`src/hdl/brtc_pkg.sv`:
```
package brtc_pkg;
   localparam int NUM_REGS = 8;
   localparam int XFER_BITS = 64;
   localparam int PAT_BITS = 64;
   localparam logic [5:0] LAST_BIT = 6'h3F;
   localparam int REG_SUBSEC = 0;
   localparam int REG_SEC = 1;
   localparam int REG_MIN = 2;
   localparam int REG_HOUR = 3;
   localparam int REG_WDAY = 4;
   localparam int REG_DATE = 5;
   localparam int REG_MONTH = 6;
   localparam int REG_YEAR = 7;
   localparam int HR_FMT_BIT = 7;
   localparam int HR_PM_BIT = 5;
   localparam int ABORT_IGN_BIT = 4;
   localparam int HALT_BIT = 5;
   localparam int MONTH_TENS_BIT = 4;
   // reg 7 in the top byte, reg 0 in the low byte
   localparam logic [63:0] REG_MASKS = 64'hFF1F3F37BF7F7FFF;
   localparam logic [63:0] RESET_VALS = 64'h0001010100000000;
   // arbitrary default unlock sequence
   localparam logic [63:0] UNLOCK_PATTERN = 64'hC53AA35CC53AA35C;
   localparam int CLK_PERIOD_NS = 8;
   localparam int TICK_PERIOD_NS = 10000000;
   localparam int TICK_CYCLES = TICK_PERIOD_NS / CLK_PERIOD_NS;

   typedef enum logic {PH_MATCH, PH_XFER} brtc_state_e;

   typedef struct packed {
      logic ce_n;
      logic oe_n;
      logic we_n;
      logic serial_data_line;
   } brtc_bus_s;
endpackage

```
`src/hdl/brtc_top.sv`:
```
`timescale 1ns/1ps
`default_nettype none
module brtc_top #(
   parameter int          TICK_CYC = brtc_pkg::TICK_CYCLES,
   parameter logic [63:0] PATTERN  = brtc_pkg::UNLOCK_PATTERN
) (
   // clock and reset
   input  wire logic                clock,
   input  wire logic                rst_n,
   // memory-style host port
   input  wire brtc_pkg::brtc_bus_s bus,
   input  wire logic                abort_n,
   // serial data line drive and memory disable
   output logic                     serial_data_line_out,
   output logic                     serial_data_line_oe_n,
   output logic                     mem_disable
);
   brtc_pkg::brtc_state_e phase_r;
   logic [7:0][7:0] cnt_r, cnt_nxt;
   logic [63:0]     shadow_r;
   logic [5:0]      ptr_r, idx_r;
   logic            miss_r, wrote_r, load_r, tick_r;
   logic            rd_prev_r, wr_prev_r, dq_prev_r;
   logic [31:0]     div_r;
   logic            rd_act, wr_act, rd_start, wr_end, abort_hit, halted;

   function automatic logic [8:0] bcd_inc(logic [7:0] v, logic [7:0] lo, logic [7:0] hi);
      if (v >= hi)
         return {1'b1, lo};
      if (v[3:0] >= 4'h9)
         return {1'b0, v[7:4] + 4'h1, 4'h0};
      return {1'b0, v[7:4], v[3:0] + 4'h1};
   endfunction

   function automatic logic [7:0] month_len(logic [7:0] m, logic [7:0] y);
      logic leap;
      leap = (!y[4] && (y[3:0] == 4'h0 || y[3:0] == 4'h4 || y[3:0] == 4'h8)) ||
             (y[4] && (y[3:0] == 4'h2 || y[3:0] == 4'h6));
      if (m == 8'h02)
         return leap ? 8'h29 : 8'h28;
      if (m == 8'h04 || m == 8'h06 || m == 8'h09 || m == 8'h11)
         return 8'h30;
      return 8'h31;
   endfunction

   assign rd_act    = !bus.ce_n && !bus.oe_n && bus.we_n;
   assign wr_act    = !bus.ce_n && !bus.we_n;
   assign rd_start  = rd_act && !rd_prev_r;
   // write data is taken at the closing edge, where setup is specified
   assign wr_end    = !wr_act && wr_prev_r;
   assign abort_hit = !abort_n && !cnt_r[brtc_pkg::REG_WDAY][brtc_pkg::ABORT_IGN_BIT];
   assign halted    = cnt_r[brtc_pkg::REG_WDAY][brtc_pkg::HALT_BIT];

   always_ff @(posedge clock or negedge rst_n) begin
      if (!rst_n) begin
         rd_prev_r <= 1'b0;
         wr_prev_r <= 1'b0;
         dq_prev_r <= 1'b0;
      end else begin
         rd_prev_r <= rd_act;
         wr_prev_r <= wr_act;
         dq_prev_r <= bus.serial_data_line;
      end
   end

   // timebase divider, 100 Hz
   always_ff @(posedge clock or negedge rst_n) begin
      if (!rst_n) begin
         div_r  <= 32'h00000000;
         tick_r <= 1'b0;
      end else if (div_r == 32'(TICK_CYC - 1)) begin
         div_r  <= 32'h00000000;
         tick_r <= 1'b1;
      end else begin
         div_r  <= div_r + 32'h00000001;
         tick_r <= 1'b0;
      end
   end

   // carry chain; BCD throughout
   always_comb begin
      logic [8:0] r;
      logic [7:0] h;
      logic       cy;
      r       = 9'h000;
      h       = 8'h00;
      cy      = 1'b0;
      cnt_nxt = cnt_r;
      r = bcd_inc(cnt_r[0], 8'h00, 8'h99);
      cnt_nxt[0] = r[7:0];
      cy = r[8];
      if (cy) begin
         r = bcd_inc(cnt_r[1], 8'h00, 8'h59);
         cnt_nxt[1] = r[7:0];
         cy = r[8];
      end
      if (cy) begin
         r = bcd_inc(cnt_r[2], 8'h00, 8'h59);
         cnt_nxt[2] = r[7:0];
         cy = r[8];
      end
      if (cy) begin
         if (cnt_r[3][brtc_pkg::HR_FMT_BIT]) begin
            h  = {3'b000, cnt_r[3][4:0]};
            cy = 1'b0;
            if (h == 8'h12) begin
               cnt_nxt[3] = {cnt_r[3][7:5], 5'h01};
            end else if (h == 8'h11) begin
               // 11 PM rolls to 12 AM and starts a new day
               cy = cnt_r[3][brtc_pkg::HR_PM_BIT];
               cnt_nxt[3] = {cnt_r[3][7:6], !cnt_r[3][brtc_pkg::HR_PM_BIT], 5'h12};
            end else begin
               r = bcd_inc(h, 8'h01, 8'h12);
               cnt_nxt[3] = {cnt_r[3][7:5], r[4:0]};
            end
         end else begin
            r = bcd_inc({2'b00, cnt_r[3][5:0]}, 8'h00, 8'h23);
            cnt_nxt[3] = {cnt_r[3][7:6], r[5:0]};
            cy = r[8];
         end
      end
      if (cy) begin
         r = bcd_inc({5'h00, cnt_r[4][2:0]}, 8'h01, 8'h07);
         cnt_nxt[4] = {cnt_r[4][7:3], r[2:0]};
         r = bcd_inc(cnt_r[5], 8'h01, month_len(cnt_r[6], cnt_r[7]));
         cnt_nxt[5] = r[7:0];
         cy = r[8];
      end
      if (cy) begin
         r = bcd_inc(cnt_r[6], 8'h01, 8'h12);
         cnt_nxt[6] = r[7:0];
         cy = r[8];
      end
      if (cy) begin
         r = bcd_inc(cnt_r[7], 8'h00, 8'h99);
         cnt_nxt[7] = r[7:0];
      end
   end

   always_ff @(posedge clock or negedge rst_n) begin
      if (!rst_n)
         cnt_r <= brtc_pkg::RESET_VALS;
      else if (load_r)
         cnt_r <= shadow_r & brtc_pkg::REG_MASKS;
      else if (tick_r && !halted)
         cnt_r <= cnt_nxt;
   end

   // unlock and serial transfer
   always_ff @(posedge clock or negedge rst_n) begin
      if (!rst_n) begin
         phase_r  <= brtc_pkg::PH_MATCH;
         ptr_r    <= 6'h00;
         idx_r    <= 6'h00;
         miss_r   <= 1'b0;
         wrote_r  <= 1'b0;
         load_r   <= 1'b0;
         shadow_r <= 64'h0000000000000000;
      end else begin
         load_r <= 1'b0;
         if (abort_hit) begin
            // dropped without touching the counters
            phase_r <= brtc_pkg::PH_MATCH;
            ptr_r   <= 6'h00;
            miss_r  <= 1'b0;
            wrote_r <= 1'b0;
         end else if (phase_r == brtc_pkg::PH_MATCH) begin
            if (rd_start) begin
               ptr_r  <= 6'h00;
               miss_r <= 1'b0;
            end else if (wr_end && !miss_r) begin
               if (dq_prev_r != PATTERN[ptr_r]) begin
                  miss_r <= 1'b1;
               end else if (ptr_r == brtc_pkg::LAST_BIT) begin
                  phase_r  <= brtc_pkg::PH_XFER;
                  ptr_r    <= 6'h00;
                  idx_r    <= 6'h00;
                  wrote_r  <= 1'b0;
                  shadow_r <= cnt_r;
               end else begin
                  ptr_r <= ptr_r + 6'h01;
               end
            end
         end else if (rd_start || wr_end) begin
            if (wr_end)
               shadow_r[idx_r] <= dq_prev_r;
            idx_r <= idx_r + 6'h01;
            if (idx_r == brtc_pkg::LAST_BIT) begin
               phase_r <= brtc_pkg::PH_MATCH;
               load_r  <= wrote_r || wr_end;
            end
            wrote_r <= wrote_r || wr_end;
         end
      end
   end

   // output pins
   always_ff @(posedge clock or negedge rst_n) begin
      if (!rst_n) begin
         serial_data_line_out  <= 1'b0;
         serial_data_line_oe_n <= 1'b1;
         mem_disable           <= 1'b0;
      end else begin
         mem_disable <= (phase_r == brtc_pkg::PH_XFER) && !abort_hit;
         if (abort_hit || !rd_act) begin
            serial_data_line_oe_n <= 1'b1;
         end else if (rd_start && phase_r == brtc_pkg::PH_XFER) begin
            serial_data_line_out  <= shadow_r[idx_r];
            serial_data_line_oe_n <= 1'b0;
         end
      end
   end

   abort_cancel_a: assert property (@(posedge clock) disable iff (!rst_n)
      (phase_r == brtc_pkg::PH_XFER && abort_hit) |=> phase_r == brtc_pkg::PH_MATCH && !load_r)
      else $error("abort did not cancel transfer");
   abort_ignore_a: assert property (@(posedge clock) disable iff (!rst_n)
      (phase_r == brtc_pkg::PH_XFER && !abort_n && cnt_r[4][4] && !rd_start && !wr_end)
      |=> phase_r == brtc_pkg::PH_XFER)
      else $error("abort honoured while ignored");
   zero_bits_a: assert property (@(posedge clock) disable iff (!rst_n)
      ##1 (cnt_r & ~brtc_pkg::REG_MASKS) == 64'h0000000000000000)
      else $error("fixed-zero bit set");
   halt_hold_a: assert property (@(posedge clock) disable iff (!rst_n)
      (halted && !load_r) |=> $stable(cnt_r[0]))
      else $error("counter moved while halted");
   subsec_wrap_a: assert property (@(posedge clock) disable iff (!rst_n)
      (tick_r && !halted && !load_r && cnt_r[0] == 8'h99) |=> cnt_r[0] == 8'h00 &&
      cnt_r[1] != $past(cnt_r[1]))
      else $error("hundredths wrap or carry wrong");
   read_reset_a: assert property (@(posedge clock) disable iff (!rst_n)
      (phase_r == brtc_pkg::PH_MATCH && rd_start && !abort_hit) |=> ptr_r == 6'h00 && !miss_r)
      else $error("read did not reset pointer");
   unlock_full_a: assert property (@(posedge clock) disable iff (!rst_n)
      $rose(phase_r == brtc_pkg::PH_XFER) |-> $past(ptr_r) == brtc_pkg::LAST_BIT)
      else $error("unlocked before 64 matches");
   day_roll_a: assert property (@(posedge clock) disable iff (!rst_n)
      (tick_r && !halted && !load_r && cnt_r[3:0] == 32'h23595999) |=> cnt_r[3] == 8'h00)
      else $error("24-hour rollover wrong");
   noon_flip_a: assert property (@(posedge clock) disable iff (!rst_n)
      (tick_r && !halted && !load_r && cnt_r[3:0] == 32'h91595999) |=> cnt_r[3] == 8'hB2)
      else $error("12-hour noon flip wrong");
   snapshot_a: assert property (@(posedge clock) disable iff (!rst_n)
      (phase_r == brtc_pkg::PH_XFER && !wr_end) |=> $stable(shadow_r))
      else $error("snapshot changed during transfer");
endmodule
`default_nettype wire
```
`config.mk`:
```
export PLATFORM = sky130hd
export DESIGN_NAME = brtc_top
export DESIGN_NICKNAME = d
export VERILOG_FILES = /design/src/hdl/brtc_pkg.sv /design/src/hdl/brtc_top.sv
export SDC_FILE = /design/constraint.sdc
export NUM_CORES = 1
export LEC_CHECK = 0
export BUFFER_PORTS_ARGS = -buffer_cell sky130_fd_sc_hd__clkbuf_2
export CELL_PAD_IN_SITES_DETAIL_PLACEMENT = 2
export CELL_PAD_IN_SITES_GLOBAL_PLACEMENT = 2
export CORE_ASPECT_RATIO = 0.9
export CORE_MARGIN = 2
export CORE_UTILIZATION = 30
export CTS_CLUSTER_SIZE = 25
export DETAILED_ROUTE_END_ITERATION = 10
export PLACE_DENSITY = 0.69
export SLEW_MARGIN = 20
export SYNTH_ARGS = -nofsm -noshare
export SYNTH_HDL_FRONTEND = slang
export SYNTH_SLANG_ARGS = --single-unit
```
`constraint.sdc`:
```
create_clock -name clock -period 9.4 [get_ports clock]
set_input_delay 1.88 -clock clock [delete_from_list [all_inputs] [get_ports clock]]
set_output_delay 1.88 -clock clock [all_outputs]
set_load 0.01 [all_outputs]
```
==> results of run 1 <==
placed cells by master, fill, tap and decap left out, drive strengths merged, types with 11 or more instances in the layout:
| master | instances |
|---|---|
| nand4 | 12 |
| xor2 | 13 |
| nor3 | 16 |
| nand2b | 11 |
| and2 | 13 |
| or2 | 17 |
| nand2 | 103 |
| o311ai | 12 |
| o21ai | 120 |
| buf | 13 |
| dfrtp | 175 |
| o22ai | 62 |
| inv | 46 |
| nand3 | 50 |
| xnor2 | 21 |
| nor2b | 13 |
| ha | 48 |
| clkbuf | 27 |
| a21oi | 143 |
| nor2 | 77 |
| mux2i | 14 |
worst max-delay path: stages (launching register included):
cell and delay, ps:
dfrtp_4 840, buf_4 680, clkinv_1 670, nor3_1 1070
nand3_1 330, o21ai_0 330, a21oi_1 110
stage by stage:
stage,setup slack [ps],hold slack (ps)
after CTS,5280,483
after global placement,5070,450
after floorplan,5900,433
after global routing,5080,498
final,5240,481
after detailed placement,4920,473
state kept, by name, summed over array words and instances, names as in the netlist:
| name | cells |
|---|---|
| load_r | 1 |
| ptr_r | 6 |
| wrote_r | 1 |
| phase_r | 1 |
| shadow_r | 64 |
| miss_r | 1 |
| mem_disable | 1 |
| tick_r | 1 |
| rd_prev_r | 1 |
| serial_data_line_oe_n | 1 |
| dq_prev_r | 1 |
| serial_data_line_out | 1 |
| idx_r | 6 |
| div_r | 32 |
| wr_prev_r | 1 |
| cnt_r | 60 |
cell usage after synthesis (all sizes together), types with 5 or more instances:
master  number  share of area
dfrtp      175           0.40
a21oi      143          0.067
o21ai      120          0.055
nand2      103          0.036
nor2        77          0.027
o22ai       62          0.036
nand3       50          0.023
ha          48          0.055
inv         42          0.014
clkbuf      41          0.014
buf         34          0.018
xnor2       21          0.017
or2         17         0.0098
nor3        16         0.0074
mux2i       14          0.015
and2        13         0.0075
nor2b       13         0.0075
xor2        13          0.010
nand4       12         0.0069
o311ai      12         0.0097
nand2b      11         0.0063
a22oi        9         0.0062
a31oi        9         0.0052
mux4         9          0.019
o31ai        9         0.0062
and3         8         0.0046
mux2         8         0.0090
or3          8         0.0046
a221o        7         0.0064
a22o         7         0.0056
nor4         7         0.0040
nor4b        7         0.0076
and4         6         0.0051
nor3b        6         0.0041
o32ai        5         0.0040
how the worst max path moves through the flow:
stage                        from           end  slack [ps]  cells past startpoint
after floorplan           abort_n  shadow_r[63]        5900                      8
after CTS                 phase_r  shadow_r[55]        5280                      6
after global routing       bus[1]  shadow_r[15]        5080                      8
after global placement     bus[1]  shadow_r[47]        5070                      8
after detailed placement   bus[1]  shadow_r[15]        4920                      8
final                     phase_r  shadow_r[55]        5240                      6
per-layer routing:
layer / part of all wire / global-route usage / wire [µm] / up-vias
met5: 0 / 0 / 0 / -
met1: 0.46 / 0.286 / 18000 / 5012
met3: 0.043 / 0.0408 / 1680 / 60
li1: - / - / - / 4396
met2: 0.47 / 0.346 / 18300 / 187
met4: 0.026 / 0.0762 / 1020 / 0
kinds of logic (layout without fill, tap and decap cells):
logic type,Yosys count,after routing,share of synthesized area
xor gates and xnor gates,34,34,0.0274
DFF,179,179,0.412
adders and majority gates,48,48,0.0552
AOI/OAI and AO/OA,437,437,0.247
muxes,31,31,0.0428
and+or+nand+nor,363,363,0.168
buffers and inverters,118,97,0.0473
cell type report:
| type | instances | area, µm² |
|---|---|---|
| multi-input combinational | 913 | 5900 |
| sequential | 179 | 4490 |
| tap | 476 | 596 |
| timing repair buffer | 22 | 151 |
| clock buffer | 18 | 439 |
| inverter | 43 | 161 |
| clock inverter | 14 | 176 |
| fill | 3999 | 24000 |
power by group:
| group | internal (mW) | switching [mW] |
|---|---|---|
| Sequential | 0.771 | 0.00257 |
| Clock | 0.430 | 0.356 |
| Combinational | 0.00550 | 0.0242 |
| Total | 1.21 | 0.382 |
==> run summary, run 1 <==
• **total CTS buffers** 17
• **number of levels the H-tree was split into** 4
• **core box area** 35,900 µm²
• **summed area of non-filler cells in the final layout** 11,900 µm²
• **CTS clock-pin slew for the worst setup and hold paths** 80 ps
• **type of the tightest min-delay check** register to register
• **Net count, final** 1,231
• **diode insertion count for antenna repair** 0
• **count of instances resized after the clock tree is built** 0
• **Register-to-Register Path Depth** 6
• **first-pass GRT wire length** 62,400 µm
• **Worst Path Arrival** 4510 ps
• **Top-Level Pins** 10
• **count of unique library cells instantiated by Yosys** 87
• **Required @ worst endpoint** 9750 ps
• **crit path kind** register to register
• **# clock sinks** 179
• **sink of the worst hold path** div_r[0]
• **setup repair after global routing missed its margin** no
• **average footprint of a synthesized cell** 9.00 µm²
• **post-synthesis register bit count** 179
• **Wirelength per Cell** 23.4 µm
• **setup TNS after final layout** 0 ps
• **ratio of cells with drive above 1 in the final layout** 0.0934
• **post-CTS setup buffer count** 0
• **transition at the pin with the smallest max-transition slack** 1130 ps
• **starting utilization of the core area** 0.303
• **height of the chip** 185 µm
• **Finished Core Util** 0.332
• **leading register cell type out of synthesis** dfrtp_1
• **clock tree root buffer cell** clkbuf_16
• **DRC violations left** 0
• **number of buffers on the longest clock path** 2
• **placement row count** 66
• **GRT Overall Usage** 0.215
• **run status** complete, no violations
• **Inst Count DP** 1,633
• **number of enable-type register cells in the synthesized netlist** 0
• **post-route clock skew** 14.1 ps
• **die area** 37,800 µm²
• **Warnings, synthesis** 0
• **number of slew-limit violations in the final report** 0
• **startpoint of the most critical register-to-register path** phase_r
• **R2R setup slack** 5240 ps
• **filler-free cell count of the finished design** 1,665
• **post-route clock period utilization** 0.443
• **minimum clock period** 4160 ps
• **max-slew headroom at the worst pin** 0.238
• **setup violation total in the final timing report** 0
• **highest clock frequency the design can meet** 240 MHz
• **Pwr Density** 133 nW/µm²
• **CP Launch Type** register
• **initial antenna violation count** 0
• **Layout Area Growth over Synthesis** 9.45%
• **share of flip-flops with an asynchronous set or reset after synthesis** 1.00
• **kind of capture point of the worst setup path** register
• **max-capacitance violation count** 0
• **netlist area before placement** 10,900 µm²
• **largest net degree at the start of global routing** 78
• **number of buffer cells added on primary ports** 9
• **Placed Area** 11,300 µm²
• **Worst Hold Path Cells** 1
• **Overflow after GRT** 0
• **DRT antenna net count** 0
• **vias in the first global route** 10,400
• **final total power** 1.59 mW
• **final hold viol count** 0
• **horizontal extent of the die** 205 µm
• **placed wire-length estimate after detailed placement** 26,100 µm
• **post-synthesis cell count** 1,210
• **routability-driven placement congestion ratio** 0.766
• **worst-path maximum fanout** 68
• **count of TritonRoute iterations in the first routing pass** 5
• **Vias per Instance** 5.80
• **startpoint of the tightest hold check path** div_r[0]
• **clock tree from TritonCTS** done
• **wire length reported by the detailed router** 39,000 µm
• **violation count after the first detailed-routing iteration** 589
• **peak supply drop** 95.0 µV
• **Syn Nets** 1,265
• **sequential element share of the synthesized area** 0.412
• **count of vias placed by the detailed router** 9,655
• **static leakage** 4.83 nW
• **clock latency on the worst-skew pair** 470 ps
• **hold-fix buffer count after cts** 0
• **reg-to-reg endpoint** shadow_r[55]
No activity file was read; power rests on OpenSTA's default activity.
==> inputs of run 2 (changes only) <==
- ABC_AREA: unset -> 1
- PLACE_DENSITY: 0.69 -> 0.74
- clock period: 9.4 -> 4.1 ns (I/O delays scaled with it)
==> run 2 against run 1 <==
Effect of this change: clock power is 130% higher; combinational power rose to 6.1 times the previous value; sequential power is 130% higher; synthesized cell count rose by 44%; count of clock-buffer cells in the layout did not move; maximum frequency increased by 25%; via count rose by 29%; critical path type unchanged; highest routed layer unchanged; final cell count is 35% higher; design area up 13%; area after synthesis grew 14%; clock skew shrank 1.3 ps; utilization decreased by 0.14 points.
==> run summary, run 2 <==
• **kind of capture point of the worst setup path** register
• **number of enable-type register cells in the synthesized netlist** 0
• **Required @ worst endpoint** 4460 ps
• **violation count after the first detailed-routing iteration** 649
• **largest register by flop count** shadow_r
• **average footprint of a synthesized cell** 7.11 µm²
• **Net count, final** 1,750
• **# clock sinks** 179
• **initial antenna violation count** 0
• **die area** 42,900 µm²
• **Finished Core Util** 0.330
• **diode insertion count for antenna repair** 0
• **placed wire-length estimate after detailed placement** 31,800 µm
• **number of buffers on the longest clock path** 2
• **starting utilization of the core area** 0.304
• **most area-consuming cells after synthesis** dfrtp_1 (35%), nand2_1 (16%), o21ai_0 (6.6%)
• **CP Launch Type** register
• **slowest cell on the critical path** dfstp_2
• **post-synthesis register bit count** 179
• **run status** complete, no violations
• **clock tree from TritonCTS** done
• **post-synthesis cell count** 1,740
• **routability-driven placement congestion ratio** 0.803
• **Register-to-Register Path Depth** 16
• **number of buffer cells added on primary ports** 9
• **Switching Fraction** 0.265
• **DRC violations left** 0
• **horizontal extent of the die** 218 µm
• **commonest cells after routing, fill and taps aside** nand2_1 (517), dfrtp_1 (173), o21ai_0 (163)
• **share of flip-flops with an asynchronous set or reset after synthesis** 1.00
• **Warnings, synthesis** 0
• **type of the tightest min-delay check** input port to asynchronous set/reset pin
• **leading register cell type out of synthesis** dfrtp_1
• **largest net degree at the start of global routing** 96
• **vias in the first global route** 13,400
• **hold-fix buffer count after cts** 0
• **CTS clock-pin slew for the worst setup and hold paths** 80 ps
• **maximum cell stage delay along the critical path** 600 ps
• **crit path kind** register to register
• **number of stages on the worst setup path** 16
• **clock tree root buffer cell** clkbuf_16
• **number of levels the H-tree was split into** 4
• **core box area** 40,600 µm²
• **post-route clock period utilization** 0.809
• **minimum clock period** 3320 ps
• **ratio of cells with drive above 1 in the final layout** 0.0609
• **setup TNS after final layout** 0 ps
• **count of TritonRoute iterations in the first routing pass** 7
• **Syn Nets** 1,795
• **Layout Area Growth over Synthesis** 8.56%
• **number of slew-limit violations in the final report** 0
• **filler instances** 4,817
• **Pwr Density** 283 nW/µm²
• **max-capacitance violation count** 0
• **count of instances resized after the clock tree is built** 0
• **setup violation total in the final timing report** 0
• **Worst Path Arrival** 3680 ps
• **placement row count** 70
• **area share of the leading cell type in the synthesized netlist** 0.354
• **flip-flop count of the largest register, all copies and words added** 64
• **highest clock frequency the design can meet** 301 MHz
• **GRT Overall Usage** 0.226
• **worst-path maximum fanout** 6
• **first-pass GRT wire length** 76,300 µm
• **sequential group share of total power** 0.470
• **ordered cell list for the critical path** inv_1 -> ha_1 -> o21ai_0 -> o21ai_0 -> nand3_1 -> a21oi_1 -> a31oi_1 -> ha_1 -> inv_1 -> nor2_1 -> nand3_1 -> nand4_1 -> nor2_1 -> nor2_1 -> nand2_1 -> o21ai_0
• **Overflow after GRT** 0
• **post-CTS setup buffer count** 0
• **sequential element share of the synthesized area** 0.363
• **peak supply drop** 175 µV
• **post-route clock skew** 12.8 ps
• **R2R setup slack** 780 ps
• **largest registers** shadow_r x64, cnt_r x60, div_r x32
• **power share of the clock group** 0.483
• **WP buf/inv** 2
• **DRT antenna net count** 0
• **max-slew headroom at the worst pin** 0.261
• **Top-Level Pins** 10
• **transition at the pin with the smallest max-transition slack** 1110 ps
• **netlist area before placement** 12,400 µm²
• **combinational power share** 0.048
• **Wirelength per Cell** 20.8 µm
• **count of unique library cells instantiated by Yosys** 46
• **cell type group with the largest total delay on the critical path** simple AND/OR/NAND/NOR gates
• **Worst Slack Setup Final** 781 ps
• **count of vias placed by the detailed router** 12,400
• **Net Switching** 1.01 mW
• **final hold viol count** 0
• **most frequent cells after synthesis** nand2_1 (517), dfrtp_1 (175), o21ai_0 (163), inv_1 (150), nand3_1 (147)
• **static leakage** 5.99 nW
• **total CTS buffers** 17
• **height of the chip** 197 µm
• **internal power contribution** 2.79 mW
• **worst-case setup slack after placement** 731 ps
• **setup repair after global routing missed its margin** no
• **most common cell in the netlist** nand2_1
• **most common cell after layout, fill and taps aside** nand2_1
• **cell taking the most area after synthesis** dfrtp_1
• **Vias per Instance** 5.52
• **clock latency on the worst-skew pair** 480 ps
• **wire length reported by the detailed router** 46,800 µm
[run 2: layout make-up]
cell class / instances / area, µm² / share of cell area
Sequential cell: 179 / 4490 / 0.334
Inverter: 158 / 593 / 0.0442
Timing Repair Buffer: 33 / 272 / 0.0202
Clock buffer: 18 / 439 / 0.0327
Multi-Input combinational cell: 1306 / 6780 / 0.505
Tap cell: 540 / 676 / 0.0503
Clock inverter: 14 / 178 / 0.0132
[run 2: power by group through the flow]
| stage | registers, mW | clock network [mW] | logic [mW] |
|---|---|---|---|
| 5_1_grt | 1.79 | 1.93 | 0.201 |
| 3_3_place_gp | 1.82 | 0 | 0.178 |
| 2_1_floorplan | 1.82 | 0 | 0.0853 |
| 3_5_place_dp | 1.82 | 0 | 0.184 |
| 6_report | 1.79 | 1.83 | 0.181 |
| 4_1_cts | 1.79 | 1.87 | 0.184 |
[run 2: final timing paths]
kind,startpoint,endpoint
worst min-delay path,rst_n,cnt_r[43]
min in group clock,bus[0],dq_prev_r
worst max-delay path,cnt_r[48],cnt_r[44]
max in group asynchronous,rst_n,serial_data_line_oe_n
worst max register to register,cnt_r[48],cnt_r[44]
worst min register to register,shadow_r[14],shadow_r[14]
[run 2: per-layer routing]
layer,track usage,routed length (µm)
met3,0.0346,1450
met1,0.300,21800
met4,0.0690,981
met2,0.377,22500
met5,0,0
[run 2: cells by family (layout without fill, tap and decap cells)]
family                     Yosys count  in the layout  synth area share
and+or+nand+nor                    920            920             0.327
AOI/OAI and AO/OA                  291            291             0.138
buffers and inverters              255            223            0.0901
DFF                                179            179             0.363
adders and majority gates           48             48            0.0486
xor gates and xnor gates            47             47            0.0333
[run 2: stage by stage]
stage / cell area, µm² / std cells / hold WS, ps / power, mW
2_1_floorplan: 12400 / 1740 / 436 / 1.90
3_3_place_gp: 12800 / 2216 / 454 / 2.00
3_5_place_dp: 12800 / 2216 / 466 / 2.00
4_1_cts: 13400 / 2248 / 317 / 3.84
5_1_grt: 13400 / 2248 / 337 / 3.92
6_report: 13400 / 2248 / 296 / 3.80
